`config.mk`:
```
export PLATFORM = sky130hd
export DESIGN_NAME = dcm_ctl
export DESIGN_NICKNAME = d
export VERILOG_FILES = /design/src/hdl/_unused_placeholder_never.sv /design/src/hdl/dcm_pkg.sv /design/src/hdl/dcm_ctl.sv
export VERILOG_INCLUDE_DIRS = /design/src /design/src/hdl
export SDC_FILE = /design/constraint.sdc
export NUM_CORES = 1
export LEC_CHECK = 0
export BUFFER_PORTS_ARGS = -buffer_cell sky130_fd_sc_hd__buf_4
export CORE_ASPECT_RATIO = 1.2
export CORE_MARGIN = 3
export CORE_UTILIZATION = 45
export DETAILED_ROUTE_END_ITERATION = 12
export PLACE_DENSITY_LB_ADDON = 0.1
export SLEW_MARGIN = 20
export SYNTH_ARGS = -nofsm -noshare
export SYNTH_HDL_FRONTEND = slang
export SYNTH_SLANG_ARGS = --single-unit
```
`constraint.sdc`:
```
create_clock -name ref_clk -period 4.4 [get_ports ref_clk]
set_clock_uncertainty 0.15 [all_clocks]
set_input_delay 0.44 -clock ref_clk [delete_from_list [all_inputs] [get_ports ref_clk]]
set_output_delay 0.44 -clock ref_clk [all_outputs]
set_load 0.05 [all_outputs]
```
`src/hdl/dcm_params.svh`:
```
`ifndef DCM_PARAMS_SVH
`define DCM_PARAMS_SVH
// Register offsets within one port window
`define DCM_A_TRANS 6'h00
`define DCM_A_FUNC 6'h04
`define DCM_A_MODE 6'h08
`define DCM_A_FRAME 6'h0c
`define DCM_A_LPMSG 6'h10
`define DCM_A_CFG 6'h14
`define DCM_A_TIMING 6'h18
`define DCM_A_SPLIT 6'h1c
`define DCM_PORT_BIT 6
// Field positions
`define DCM_B_EN 0
`define DCM_B_DUAL 1
`define DCM_B_ON 30
`define DCM_B_TESRC 2
`define DCM_B_REQ 0
`define DCM_B_PERIODIC 1
`define DCM_B_FIP 2
`define DCM_B_ULPS_REQ 0
`define DCM_B_ULPS_TYPE 1
`define DCM_B_BTA_REQ 2
`define DCM_B_LP_BUSY 8
`define DCM_B_IN_ULPS 9
`define DCM_B_PANEL_OWN 10
`define DCM_B_LINK_RDY 0
`define DCM_B_FB 8
// Mode of operation codes
`define DCM_MODE_VIDEO 2'h0
`define DCM_MODE_GATE 2'h1
`define DCM_MODE_FREE 2'h2
// Lane line levels
`define DCM_LP11 2'h3
`define DCM_LP10 2'h2
`define DCM_LP00 2'h0
// Timing, in ns, and cycle counts at the core clock
`define DCM_CLK_MHZ 200
`define DCM_BRINGUP_NS 1000
`define DCM_TGSETUP_NS 500
`define DCM_ESC_NS 100
`define DCM_LAG_NS 40
`define DCM_CYC(ns) (((ns) * `DCM_CLK_MHZ + 999) / 1000)
`endif

```
`src/hdl/_unused_placeholder_never.sv`:
```
`timescale 1ns/10ps
`default_nettype none
`default_nettype wire

```
`src/hdl/dcm_pkg.sv`:
```
package dcm_pkg;
   typedef struct packed {
      logic hs;
      logic [1:0] lp;
   } dcm_lane_s;
   typedef enum logic [2:0] {F_IDLE, F_HOLD, F_SETUP, F_SEND} dcm_frm_e;
   typedef enum logic [2:0] {L_IDLE, L_BTA, L_ESC, L_ULPS} dcm_lp_e;
endpackage : dcm_pkg
```
`src/hdl/dcm_ctl.sv`:
```
// Implementation choices: the placing of the registers and the APB interface to the registers.
`timescale 1ns/10ps
`default_nettype none
`include "dcm_params.svh"
// Functional notes
// - Gating with GPIO TE holds the frame until the next GPIO TE edge.
// - Non-gating mode starts the frame at once on a request.
// - In-band gating sends after TE seen and the panel returned the bus.
// - Periodic mode starts a frame by itself on a GPIO TE rising edge seen while idle.
// - Periodic mode is off after reset.
// - Dual link mirrors master configuration writes into the slave.
// - Message and response registers stay per port.
// - Slave frame-in-progress falls after the master's.
// - Front/back split with zero left depth uses half the width.
// - Dual link line length is the programmed half plus overlap.
// - Function re-enable skips bring-up when the link is ready.
// - Video frames start only after timing generator setup.
// - LP-00 ULPS drives the lane of its own port to LP-00 via escape entry.
// - LP-11 ULPS locks the lane of its own port in the stop state.
// - Hardware clears the frame request once it takes it.
// - In-ULPS status stays set until the function is disabled.
module dcm_ctl import dcm_pkg::*; #(
   parameter int unsigned AW = 8,
   parameter int unsigned LAG_CYC = `DCM_CYC(`DCM_LAG_NS),
   parameter int unsigned BRINGUP_CYC = `DCM_CYC(`DCM_BRINGUP_NS),
   parameter int unsigned TGSETUP_CYC = `DCM_CYC(`DCM_TGSETUP_NS),
   parameter int unsigned ESC_CYC = `DCM_CYC(`DCM_ESC_NS)
) (
   input wire logic ref_clk,
   input wire logic rst_n,
   input wire logic psel,
   input wire logic penable,
   input wire logic pwrite,
   input wire logic [AW-1:0] paddr,
   input wire logic [31:0] pwdata,
   output logic [31:0] prdata,
   output logic pready,
   output logic pslverr,
   input wire logic link_clk,
   input wire logic te_gpio,
   input wire logic [1:0] te_inband,
   input wire logic [1:0] turnaround_done,
   output var dcm_lane_s [1:0] lane,
   output logic [1:0] px_valid,
   output logic [15:0] px_x,
   output logic [15:0] px_y,
   output logic [15:0] left_depth
);
   if (AW < 7 || LAG_CYC < 1 || LAG_CYC > 65535 || BRINGUP_CYC > 65535 || TGSETUP_CYC > 65535 ||
       ESC_CYC < 1 || ESC_CYC > 65535) begin : g_chk
      $error("dcm_ctl: parameter out of range");
   end

   logic [5:0] sy1;
   logic [5:0] sy2;
   logic [5:0] sy3;
   logic [5:0] rise;
   logic wr;
   logic wport;
   logic [5:0] woff;
   logic [1:0] tc_en;
   logic [1:0] fn_en;
   logic [1:0] fn_q;
   logic dual;
   logic [1:0][1:0] mode;
   logic [1:0] te_src;
   logic [1:0][15:0] hact;
   logic [1:0][15:0] vact;
   logic [7:0] ovl;
   logic fb;
   logic [15:0] ldep_sw;
   logic req;
   logic periodic;
   dcm_frm_e fst;
   logic [15:0] fcnt;
   logic [15:0] x;
   logic [15:0] y;
   logic [15:0] line_len;
   logic te_seen;
   logic s_fip;
   logic [15:0] lag;
   logic m_fip;
   logic step;
   dcm_lp_e [1:0] lst;
   logic [1:0][15:0] lcnt;
   logic [1:0][15:0] bcnt;
   logic [1:0] link_rdy;
   logic [1:0] ulps_req;
   logic [1:0] ulps_type;
   logic [1:0] bta_req;
   logic [1:0] lp_busy;
   logic [1:0] in_ulps;
   logic [1:0] panel_own;
   logic ib_port;
   logic bad;

   // Registers copied master to slave in dual link
   function automatic logic mirrored(input logic [5:0] off);
      mirrored = (off == `DCM_A_TRANS) || (off == `DCM_A_FUNC) || (off == `DCM_A_MODE) ||
                 (off == `DCM_A_TIMING);
   endfunction : mirrored

   // Write strobe for one port, with mirroring
   function automatic logic hit(input logic p, input logic [5:0] off);
      hit = wr && (woff == off) && ((wport == p) || (p && !wport && dual && mirrored(off)));
   endfunction : hit

   // Refused writes never reach a register
   assign wr = psel && penable && pready && pwrite && !pslverr;
   // Unmapped, unaligned or out-of-window address
   assign bad = (woff > `DCM_A_SPLIT) || (woff[1:0] != 2'h0) ||
                (paddr[AW-1:`DCM_PORT_BIT+1] != '0);
   assign wport = paddr[`DCM_PORT_BIT];
   assign woff = paddr[5:0];
   assign rise = sy2 & ~sy3;
   assign step = rise[0];
   assign m_fip = (fst == F_SEND);
   assign ib_port = dual;
   assign line_len = hact[0] + (dual ? {8'h00, ovl} : 16'h0000);

   // Pin synchronisers and edge detect
   always_ff @(posedge ref_clk) begin
      if (!rst_n) begin
         sy1 <= 6'h00;
         sy2 <= 6'h00;
         sy3 <= 6'h00;
      end else begin
         sy1 <= {turnaround_done, te_inband, te_gpio, link_clk};
         sy2 <= sy1;
         sy3 <= sy2;
      end
   end

   // APB slave, one wait state
   always_ff @(posedge ref_clk) begin
      if (!rst_n) begin
         pready <= 1'b0;
         pslverr <= 1'b0;
         prdata <= 32'h0000_0000;
      end else begin
         pready <= psel && penable && !pready;
         pslverr <= psel && penable && !pready && bad;
         prdata <= 32'h0000_0000;
         // Refused reads return zero
         if (psel && penable && !pready && !pwrite && !bad) begin
            case (woff)
               `DCM_A_TRANS: prdata <= {1'b0, tc_en[wport] | (wport ? s_fip : m_fip), 29'h0,
                                        tc_en[wport]};
               `DCM_A_FUNC: prdata <= {30'h0, dual & ~wport, fn_en[wport]};
               `DCM_A_MODE: prdata <= {29'h0, te_src[wport], mode[wport]};
               `DCM_A_FRAME: prdata <= {29'h0, wport ? s_fip : m_fip, periodic & ~wport,
                                        req & ~wport};
               `DCM_A_LPMSG: prdata <= {21'h0, panel_own[wport], in_ulps[wport], lp_busy[wport],
                                        5'h00, bta_req[wport], ulps_type[wport], ulps_req[wport]};
               `DCM_A_CFG: prdata <= {31'h0, link_rdy[wport]};
               `DCM_A_TIMING: prdata <= {vact[wport], hact[wport]};
               `DCM_A_SPLIT: prdata <= wport ? 32'h0 : {left_depth, 7'h00, fb, ovl};
               default: prdata <= 32'h0000_0000;
            endcase
         end
      end
   end

   // Configuration registers
   always_ff @(posedge ref_clk) begin
      if (!rst_n) begin
         tc_en <= 2'h0;
         fn_en <= 2'h0;
         dual <= 1'b0;
         mode <= '0;
         te_src <= 2'h0;
         hact <= '0;
         vact <= '0;
         ovl <= 8'h00;
         fb <= 1'b0;
         ldep_sw <= 16'h0000;
      end else begin
         for (int p = 0; p < 2; p++) begin
            if (hit(p[0], `DCM_A_TRANS)) begin
               tc_en[p] <= pwdata[`DCM_B_EN];
            end
            if (hit(p[0], `DCM_A_FUNC)) begin
               fn_en[p] <= pwdata[`DCM_B_EN];
            end
            if (hit(p[0], `DCM_A_MODE)) begin
               mode[p] <= pwdata[1:0];
               te_src[p] <= pwdata[`DCM_B_TESRC];
            end
            if (hit(p[0], `DCM_A_TIMING)) begin
               hact[p] <= pwdata[15:0];
               vact[p] <= pwdata[31:16];
            end
         end
         if (hit(1'b0, `DCM_A_FUNC)) begin
            dual <= pwdata[`DCM_B_DUAL];
         end
         if (hit(1'b0, `DCM_A_SPLIT)) begin
            ovl <= pwdata[7:0];
            fb <= pwdata[`DCM_B_FB];
            ldep_sw <= pwdata[31:16];
         end
      end
   end

   // Left buffer depth, defaulted to half width in front/back split
   always_ff @(posedge ref_clk) begin
      if (!rst_n) begin
         left_depth <= 16'h0000;
      end else begin
         left_depth <= (fb && ldep_sw == 16'h0000) ? {1'b0, hact[0][15:1]} : ldep_sw;
      end
   end

   // Master frame dispatch engine
   always_ff @(posedge ref_clk) begin
      if (!rst_n) begin
         fst <= F_IDLE;
         periodic <= 1'b0;
         req <= 1'b0;
         fcnt <= 16'h0000;
         x <= 16'h0000;
         y <= 16'h0000;
         te_seen <= 1'b0;
      end else begin
         if (hit(1'b0, `DCM_A_FRAME)) begin
            periodic <= pwdata[`DCM_B_PERIODIC];
         end
         // In-band TE of the owning port
         if (rise[2 + {1'b0, ib_port}]) begin
            te_seen <= 1'b1;
         end
         case (fst)
            F_IDLE: begin
               te_seen <= 1'b0;
               x <= 16'h0000;
               y <= 16'h0000;
               if (tc_en[0] && fn_en[0] && link_rdy[0]) begin
                  if (mode[0] == `DCM_MODE_VIDEO) begin
                     fcnt <= TGSETUP_CYC[15:0];
                     fst <= F_SETUP;
                  end else if (req) begin
                     req <= 1'b0;
                     fst <= (mode[0] == `DCM_MODE_GATE) ? F_HOLD : F_SEND;
                  end else if (periodic && rise[1]) begin
                     fst <= F_SEND;
                  end
               end
            end
            F_HOLD: begin
               if (!tc_en[0]) begin
                  fst <= F_IDLE;
               end else if (!te_src[0] && rise[1]) begin
                  fst <= F_SEND;
               end else if (te_src[0] && te_seen && !panel_own[ib_port] && !bta_req[ib_port]) begin
                  fst <= F_SEND;
               end
            end
            F_SETUP: begin
               if (!tc_en[0]) begin
                  fst <= F_IDLE;
               end else if (fcnt <= 16'h0001) begin
                  fst <= F_SEND;
               end else begin
                  fcnt <= fcnt - 16'h0001;
               end
            end
            F_SEND: begin
               if (step) begin
                  if (x + 16'h0001 >= line_len) begin
                     x <= 16'h0000;
                     if (y + 16'h0001 >= vact[0]) begin
                        y <= 16'h0000;
                        fst <= (mode[0] == `DCM_MODE_VIDEO && tc_en[0]) ? F_SEND : F_IDLE;
                     end else begin
                        y <= y + 16'h0001;
                     end
                  end else begin
                     x <= x + 16'h0001;
                  end
               end
            end
            default: fst <= F_IDLE;
         endcase
         // New software request wins over the clear
         if (hit(1'b0, `DCM_A_FRAME) && pwdata[`DCM_B_REQ]) begin
            req <= 1'b1;
         end
      end
   end

   // Slave frame-in-progress trails the master
   always_ff @(posedge ref_clk) begin
      if (!rst_n) begin
         s_fip <= 1'b0;
         lag <= 16'h0000;
      end else begin
         if (m_fip && dual) begin
            s_fip <= 1'b1;
            lag <= LAG_CYC[15:0];
         end else if (s_fip) begin
            if (lag <= 16'h0001) begin
               s_fip <= 1'b0;
            end else begin
               lag <= lag - 16'h0001;
            end
         end
      end
   end

   // Per-port low-power message and link bring-up engines
   always_ff @(posedge ref_clk) begin
      if (!rst_n) begin
         lst[0] <= L_IDLE;
         lst[1] <= L_IDLE;
         lcnt <= '0;
         bcnt <= '0;
         fn_q <= 2'h0;
         link_rdy <= 2'h0;
         ulps_req <= 2'h0;
         ulps_type <= 2'h0;
         bta_req <= 2'h0;
         lp_busy <= 2'h0;
         in_ulps <= 2'h0;
         panel_own <= 2'h0;
      end else begin
         for (int p = 0; p < 2; p++) begin
            fn_q[p] <= fn_en[p];
            if (fn_en[p] && !fn_q[p] && !link_rdy[p]) begin
               bcnt[p] <= BRINGUP_CYC[15:0];
            end else if (bcnt[p] != 16'h0000) begin
               bcnt[p] <= bcnt[p] - 16'h0001;
               if (bcnt[p] == 16'h0001) begin
                  link_rdy[p] <= fn_en[p];
               end
            end else if (fn_en[p] && !link_rdy[p] && BRINGUP_CYC == 0) begin
               link_rdy[p] <= 1'b1;
            end
            if (!fn_en[p] && fn_q[p] && !(in_ulps[p] && ulps_type[p])) begin
               link_rdy[p] <= 1'b0;
            end
            case (lst[p])
               L_IDLE: begin
                  if (ulps_req[p] && !tc_en[p] && !(p == 0 ? m_fip : s_fip)) begin
                     lp_busy[p] <= 1'b1;
                     lcnt[p] <= ESC_CYC[15:0];
                     lst[p] <= ulps_type[p] ? L_ULPS : L_ESC;
                  end else if (bta_req[p]) begin
                     lp_busy[p] <= 1'b1;
                     panel_own[p] <= 1'b1;
                     lst[p] <= L_BTA;
                  end
               end
               L_BTA: begin
                  if (rise[4 + p]) begin
                     panel_own[p] <= 1'b0;
                     bta_req[p] <= 1'b0;
                     lp_busy[p] <= 1'b0;
                     lst[p] <= L_IDLE;
                  end
               end
               L_ESC: begin
                  if (lcnt[p] <= 16'h0001) begin
                     lst[p] <= L_ULPS;
                  end else begin
                     lcnt[p] <= lcnt[p] - 16'h0001;
                  end
               end
               L_ULPS: begin
                  in_ulps[p] <= fn_en[p];
                  ulps_req[p] <= 1'b0;
                  if (!fn_en[p]) begin
                     lp_busy[p] <= 1'b0;
                     lst[p] <= L_IDLE;
                  end
               end
               default: lst[p] <= L_IDLE;
            endcase
            if (hit(p[0], `DCM_A_LPMSG)) begin
               ulps_req[p] <= ulps_req[p] | pwdata[`DCM_B_ULPS_REQ];
               bta_req[p] <= bta_req[p] | pwdata[`DCM_B_BTA_REQ];
               if (lst[p] == L_IDLE) begin
                  ulps_type[p] <= pwdata[`DCM_B_ULPS_TYPE];
               end
            end
         end
      end
   end

   // Lane levels and pixel strobes
   always_ff @(posedge ref_clk) begin
      if (!rst_n) begin
         lane <= '0;
         px_valid <= 2'h0;
         px_x <= 16'h0000;
         px_y <= 16'h0000;
      end else begin
         px_x <= x;
         px_y <= y;
         px_valid <= {m_fip && step && dual, m_fip && step};
         for (int p = 0; p < 2; p++) begin
            // Slave lane trails the master frame
            lane[p].hs <= (p == 0) ? m_fip : s_fip;
            if (lst[p] == L_ESC) begin
               lane[p].lp <= `DCM_LP10;
            end else if (lst[p] == L_ULPS && !ulps_type[p]) begin
               lane[p].lp <= `DCM_LP00;
            end else begin
               lane[p].lp <= `DCM_LP11;
            end
         end
      end
   end
endmodule : dcm_ctl
`default_nettype wire

```
== Yosys cells after proc, flatten, opt, wreduce, memory -nomap -nowiden ==
Index checks and enable logic that the tools add are counted.
Operators by class
  $add $sub $neg: 10
  order comparisons: 10
  eq/ne operators: 47
  muxes and demuxes: 124
  bitwise gates (word level): 15
  reductions and logical operators: 141
Operator list (number)
  $mux W16: 17
  $pmux W32 S8: 1
  $pmux W16 S2: 5
  $sub A16 B1 Y16 const B: 6
  $mux W3: 22
  $le A16 B1 Y1 const B: 4
  $logic_and A1 B1 Y1: 57
  $mux W1: 53
  $mux W8: 5
  $ne A2 B2 Y1 const B: 20
  $pmux W3 S4: 3
  $reduce_bool A2 Y1: 18
  $add A16 B1 Y16 const B: 2
  $eq A16 B1 Y1 const B: 2
  $ge A16 B16 Y1: 2
  $mux W32: 1
  $reduce_bool A16 Y1: 2
  $eq A6 B5 Y1 const B: 4
  $reduce_and A4 Y1: 6
  $logic_not A1 Y1: 22
  $eq A3 B2 Y1 const B: 6
  $reduce_and A3 Y1: 6
  $reduce_or A2 Y1: 9
  $add A16 B8 Y16: 1
  31 further kinds: 73
Word-level totals
  register bits: 365
  input bits: 51
  output and inout port bits: 90
  word-level logic and storage cells: 413

== Logic depth before layout (Yosys ltp) ==
  word-level depth: 9
  depth in mapped cells: 19
  depth with buffers taken out: 16

== Worst setup path after synthesis ==
Ideal clock, no wire load.
  kind: register to register
  start: register dual
  end: register y[0]
  setup time: 87 ps
  arrival time: 4331 ps
  required time: 4163 ps
  setup slack: -168 ps
  cell stages (with the launch flop): 20
  buffers on the path: 3
  clock period less this slack: 4568 ps
  cell sequence: dfxtp_1 clkbuf_1 clkbuf_1 and2_1 ha_1 fa_1 a21o_1 a21oi_1 o21bai_1 a2111o_1 nand3_1 xor2_1 ha_1 nand4_1 or3_1 a2111oi_2 o31a_1 buf_2 o21ai_2 o31ai_1
Between the ends
  cells in the longest elaborated chain, start to end: 5
Ends and longest elaborated chain
  from (decl): RTL line dcm_ctl.sv:64  | logic dual;
  from (signal assigned): RTL line dcm_ctl.sv:195  | dual <= pwdata[`DCM_B_DUAL];
  $mux W8: RTL line dcm_ctl.sv:119  | assign line_len = hact[0] + (dual ? {8'h00, ovl} : 16'h0000);
  $add A16 B8 Y16: RTL line dcm_ctl.sv:119
  $ge A16 B16 Y1: RTL line dcm_ctl.sv:269  | if (x + 16'h0001 >= line_len) begin
  $ne A2 B1 Y1 (no source line)
  $reduce_and A3 Y1 (no source line)
  to (signal assigned): RTL line dcm_ctl.sv:275  | y <= y + 16'h0001;
  to (decl): RTL line dcm_ctl.sv:77  | logic [15:0] y;
Every way passes these cells.
A chain may end at the register's enable or synchronous reset.

== Worst setup path in the final report ==
  start: register ovl[0]
  end: register y[15]
Between the ends
  cells in the longest elaborated chain, start to end: 5
Ends and longest elaborated chain
  from (decl): RTL line dcm_ctl.sv:69  | logic [7:0] ovl;
  from (signal assigned): RTL line dcm_ctl.sv:198  | ovl <= pwdata[7:0];
  $mux W8: RTL line dcm_ctl.sv:119
  $add A16 B8 Y16: RTL line dcm_ctl.sv:119
  $ge A16 B16 Y1: RTL line dcm_ctl.sv:269
  $ne A2 B1 Y1 (no source line)
  $reduce_and A3 Y1 (no source line)
Every way passes these cells.

==> run metrics <==
Mapped Nets=2001; routability cong.=0.897; post-synthesis async set-or-reset flop share=0; critical path class=reg2reg; share of cells above drive strength 1=0.141; start of the worst register-to-register path=ovl[0]; Max Cap Violations=0; Yosys cell types=75; Pre-Repair DR Iteration Count=5; Core ar.=0.0350 mm^2; drt wl/cell=17.0 um; HP Class=in2reg; GRT Util Overall=0.221; sequential-to-total area share from yosys stat=0.453; total power=7.89 mW; Arrival @ worst endpoint=4480 ps; Compound-Gate Fraction of Synth Area=0.147; largest family of logic cells by synthesized area=simple AND/OR/NAND/NOR gates; CP Depth=21; Root Buffer=clkbuf_16; CP bufs+invs=5; clk sinks=362; later-pin clock latency in the skew report=540 ps; worst-margin pin slew=1060 ps; placed wire-length estimate=30200 um; mux cell area share after synthesis=0.0274; CTS max path bufs=3; DRC viols=0; antenna-violating nets left=0; CTS tree=done; top_reg_cell synth=dfxtp_1; Post-Syn Area per Cell=8.47 um^2; Final min period=4240 ps; First DRT Iteration DRCs=1006; FMAX=236 MHz; most used cell, CP=buf_6; Critical Path Sink=y[15]; period utilization=0.964; NumNets Final=2144; Pins Over Slew Limit=0; gate count of the mapped netlist=1890; synth-to-layout area growth=20.0%; grt met1 use=0.274; H-tree Lvls=2; DIE AREA=0.0379 mm^2; synthesized flop and latch total=362; CP startpoint kind=register; worst path cell trace=and2_1 -> ha_2 -> fa_2 -> a21o_1 -> a21oi_2 -> o21bai_1 -> a2111o_1 -> buf_6 -> nand4_1 -> xor2_1 -> ha_1 -> nand2_2 -> or3_4 -> o221ai_2 -> buf_4 -> buf_6 -> o31a_1 -> buf_6 -> buf_4 -> o211ai_1 -> a21oi_1; Die X=178 um; Synth Area in Simple Gates=0.230; Synthesis Warnings=0; num rows=75; cell area after synthesis=0.0160 mm^2; vias in the first global route=12900; pin count of the biggest net entering global routing=177; grt total ovfl=0; Fin Setup TNS=0 ps; IO Port Bufs=140; Initial Util=0.457; crit path from=ovl[0]; CTS buffer count=38; met2 Use GR=0.389; post-synthesis xor/xnor area fraction=0.0580; met3 usage=0.0368; Worst Reg-to-Reg Cells=21; Top delay family on crit path=compound AO/OA/AOI/OAI gates; Fin. Hold Viols=0; Total Wirelength=43000 um; first-pass GRT wire length=67800 um; slowest CP cell=a2111o_1; outcome=complete, no violations; Worst Path Max Fanout=4; Worst IR Drop VDD=0.000345 V; Die H=213 um; Final setup viols=0; CP Capture Type=register; EDFF count, synth=0; worst reg2reg setup slack=160 ps; RSZ-0062 raised after global routing=yes; Slowest Stage Delay on Critical Path=490 ps; FF-to-FF End=y[15]; CP Data Required Time=4630 ps; diode count=0; most used routing layer=met2; DR vias=13700; Post-Synth Adder-Cell Area=0.0474; worst slew margin relative to its limit=0.289; Vias/cell=5.42; Pleak=7.47 nW; antenna violations before repair=0; Cell Pwr Density=411 mW/mm^2; num ports=141; clock slew at the register clock pins of the worst setup and hold paths=60 ps
==> cell families (layout without fill, tap and decap cells) <==
| logic type | Yosys count | in the layout |
|---|---|---|
| XOR/XNOR | 106 | 106 |
| AO/OA/AOI/OAI | 391 | 391 |
| AND/OR/NAND/NOR | 773 | 773 |
| buffers and inverters | 158 | 330 |
| flip-flops | 362 | 362 |
| multiplexers | 40 | 40 |
| adder cells (fa/ha/maj) | 60 | 60 |
==> cell usage after synthesis (4+ instances only) <==
cell type    n  area [um^2]
nor2_1     162          608
nand2_1    298         1120
or2_2        4         25.0
nor2b_1      7         43.8
a211oi_1     6         45.0
and2_1      62          388
clkbuf_1    81          304
o2111ai_1    6         52.6
buf_2        5         25.0
a21oi_1    197          986
o211ai_1    17          128
buf_1        6         22.5
nand2b_1    12         75.1
or3_1       34          213
nand3_1     62          310
a221oi_1     4         35.0
o22ai_1      9         56.3
a21o_1       7         52.6
a22o_1       9         78.8
nand4_1     14         87.6
nor3b_1      4         30.0
nand3b_1     7         52.6
a22oi_1     12         90.1
xnor2_1     68          596
mux2i_1     37          370
or4_1       15          113
o21ai_0     64          320
nor3_1      36          180
ha_1        59          738
and3_1      15         93.8
o31ai_1      6         45.0
o21a_1      12         90.1
dfxtp_1    362         7250
nor4_1      18          113
a31oi_1     10         62.6
inv_1       66          248
xor2_1      38          333
==> power breakdown <==
group	internal [mW]	switching, mW
Sequential	3.41	0.114
Combinational	0.416	0.532
Clock	2.08	1.34
==> worst min path at each step <==
stage / start / endpoint / cells after the start
3_3_place_gp: sy1[0] / sy2[0] / 1
2_1_floorplan: sy2[2] / sy3[2] / 2
4_1_cts: pwdata[4] / hact[4] / 3
6_report: pwdata[4] / hact[4] / 3
5_1_grt: pwdata[19] / ldep_sw[3] / 3
3_5_place_dp: sy1[4] / sy2[4] / 1
==> layout by cell type, fill, tap and decap left out, types with 7 or more instances in the layout <==
cell	n
dfxtp_1	360
nand2_1	297
a21oi_1	196
buf_4	175
nor2_1	162
xnor2_1	68
inv_1	65
o21ai_0	64
and2_1	62
nand3_1	61
ha_1	58
clkbuf_16	39
xor2_1	38
mux2i_1	37
nor3_1	35
or3_1	33
o211ai_1	17
nor4_1	15
and3_1	15
or4_1	15
nand4_1	14
dlygate4sd3_1	13
nand2b_1	12
o21a_1	12
a22oi_1	12
a31oi_1	10
clkinv_2	10
o22ai_1	9
a22o_1	9
a21o_1	7
nor2b_1	7
nand3b_1	7
==> state kept, by name, summed over array words and instances (netlist names), 4 cells and up <==
name	flops
y	16
px_y	16
px_x	16
lane	6
lcnt	32
lst	4
vact	32
bcnt	32
sy2	6
sy3	6
hact	32
prdata	32
sy1	6
x	16
ldep_sw	16
mode	4
left_depth	16
fcnt	16
ovl	8
lag	16
==> layer usage <==
metal	wire (um)	up-vias
li1	-	6809
met1	18200	6463
met2	21200	318
met3	2390	79
met4	1200	0
met5	0	-
==> per-stage QoR <==
step	hold WS, ps	std cells	setup slack (ps)	instance area, um^2	utilization
2_1_floorplan	261	1890	19.1	16000	-
3_3_place_gp	269	2435	-381	17600	0.503
3_5_place_dp	274	2435	-96.8	17600	0.503
4_1_cts	1.95	2517	11.8	19100	0.546
5_1_grt	21.2	2524	-63.6	19200	0.549
6_report	23.7	2524	157	19200	0.549
==> cell type report <==
class                      count  area (um^2)
fill                        3280        15800
clock inverter                20          265
timing repair buffer         195         1550
sequential                   362         7250
tap                          462          578
clock buffer                  49         1070
inverter                      66          250
multi-input combinational   1370         8250
==> repair_timing <==
action	CTS	global route
setup endpoints to repair	18	18
pin swaps	3	21
hold buffers	13	0
endpoints found under the hold margin	17	0
setup buffers	0	7
resized for setup	4	11
==> worst register-to-register path, delay by kind of cell (launching register included) <==
family | cells | cell delay, ps
and+or+nand+nor | 4 | 450
buffers and inverters | 5 | 700
adders and majority gates | 3 | 780
AOI/OAI and AO/OA | 8 | 1530
DFF | 1 | 320
xor gates and xnor gates | 1 | 170
Power figures use the tool's default switching activity.
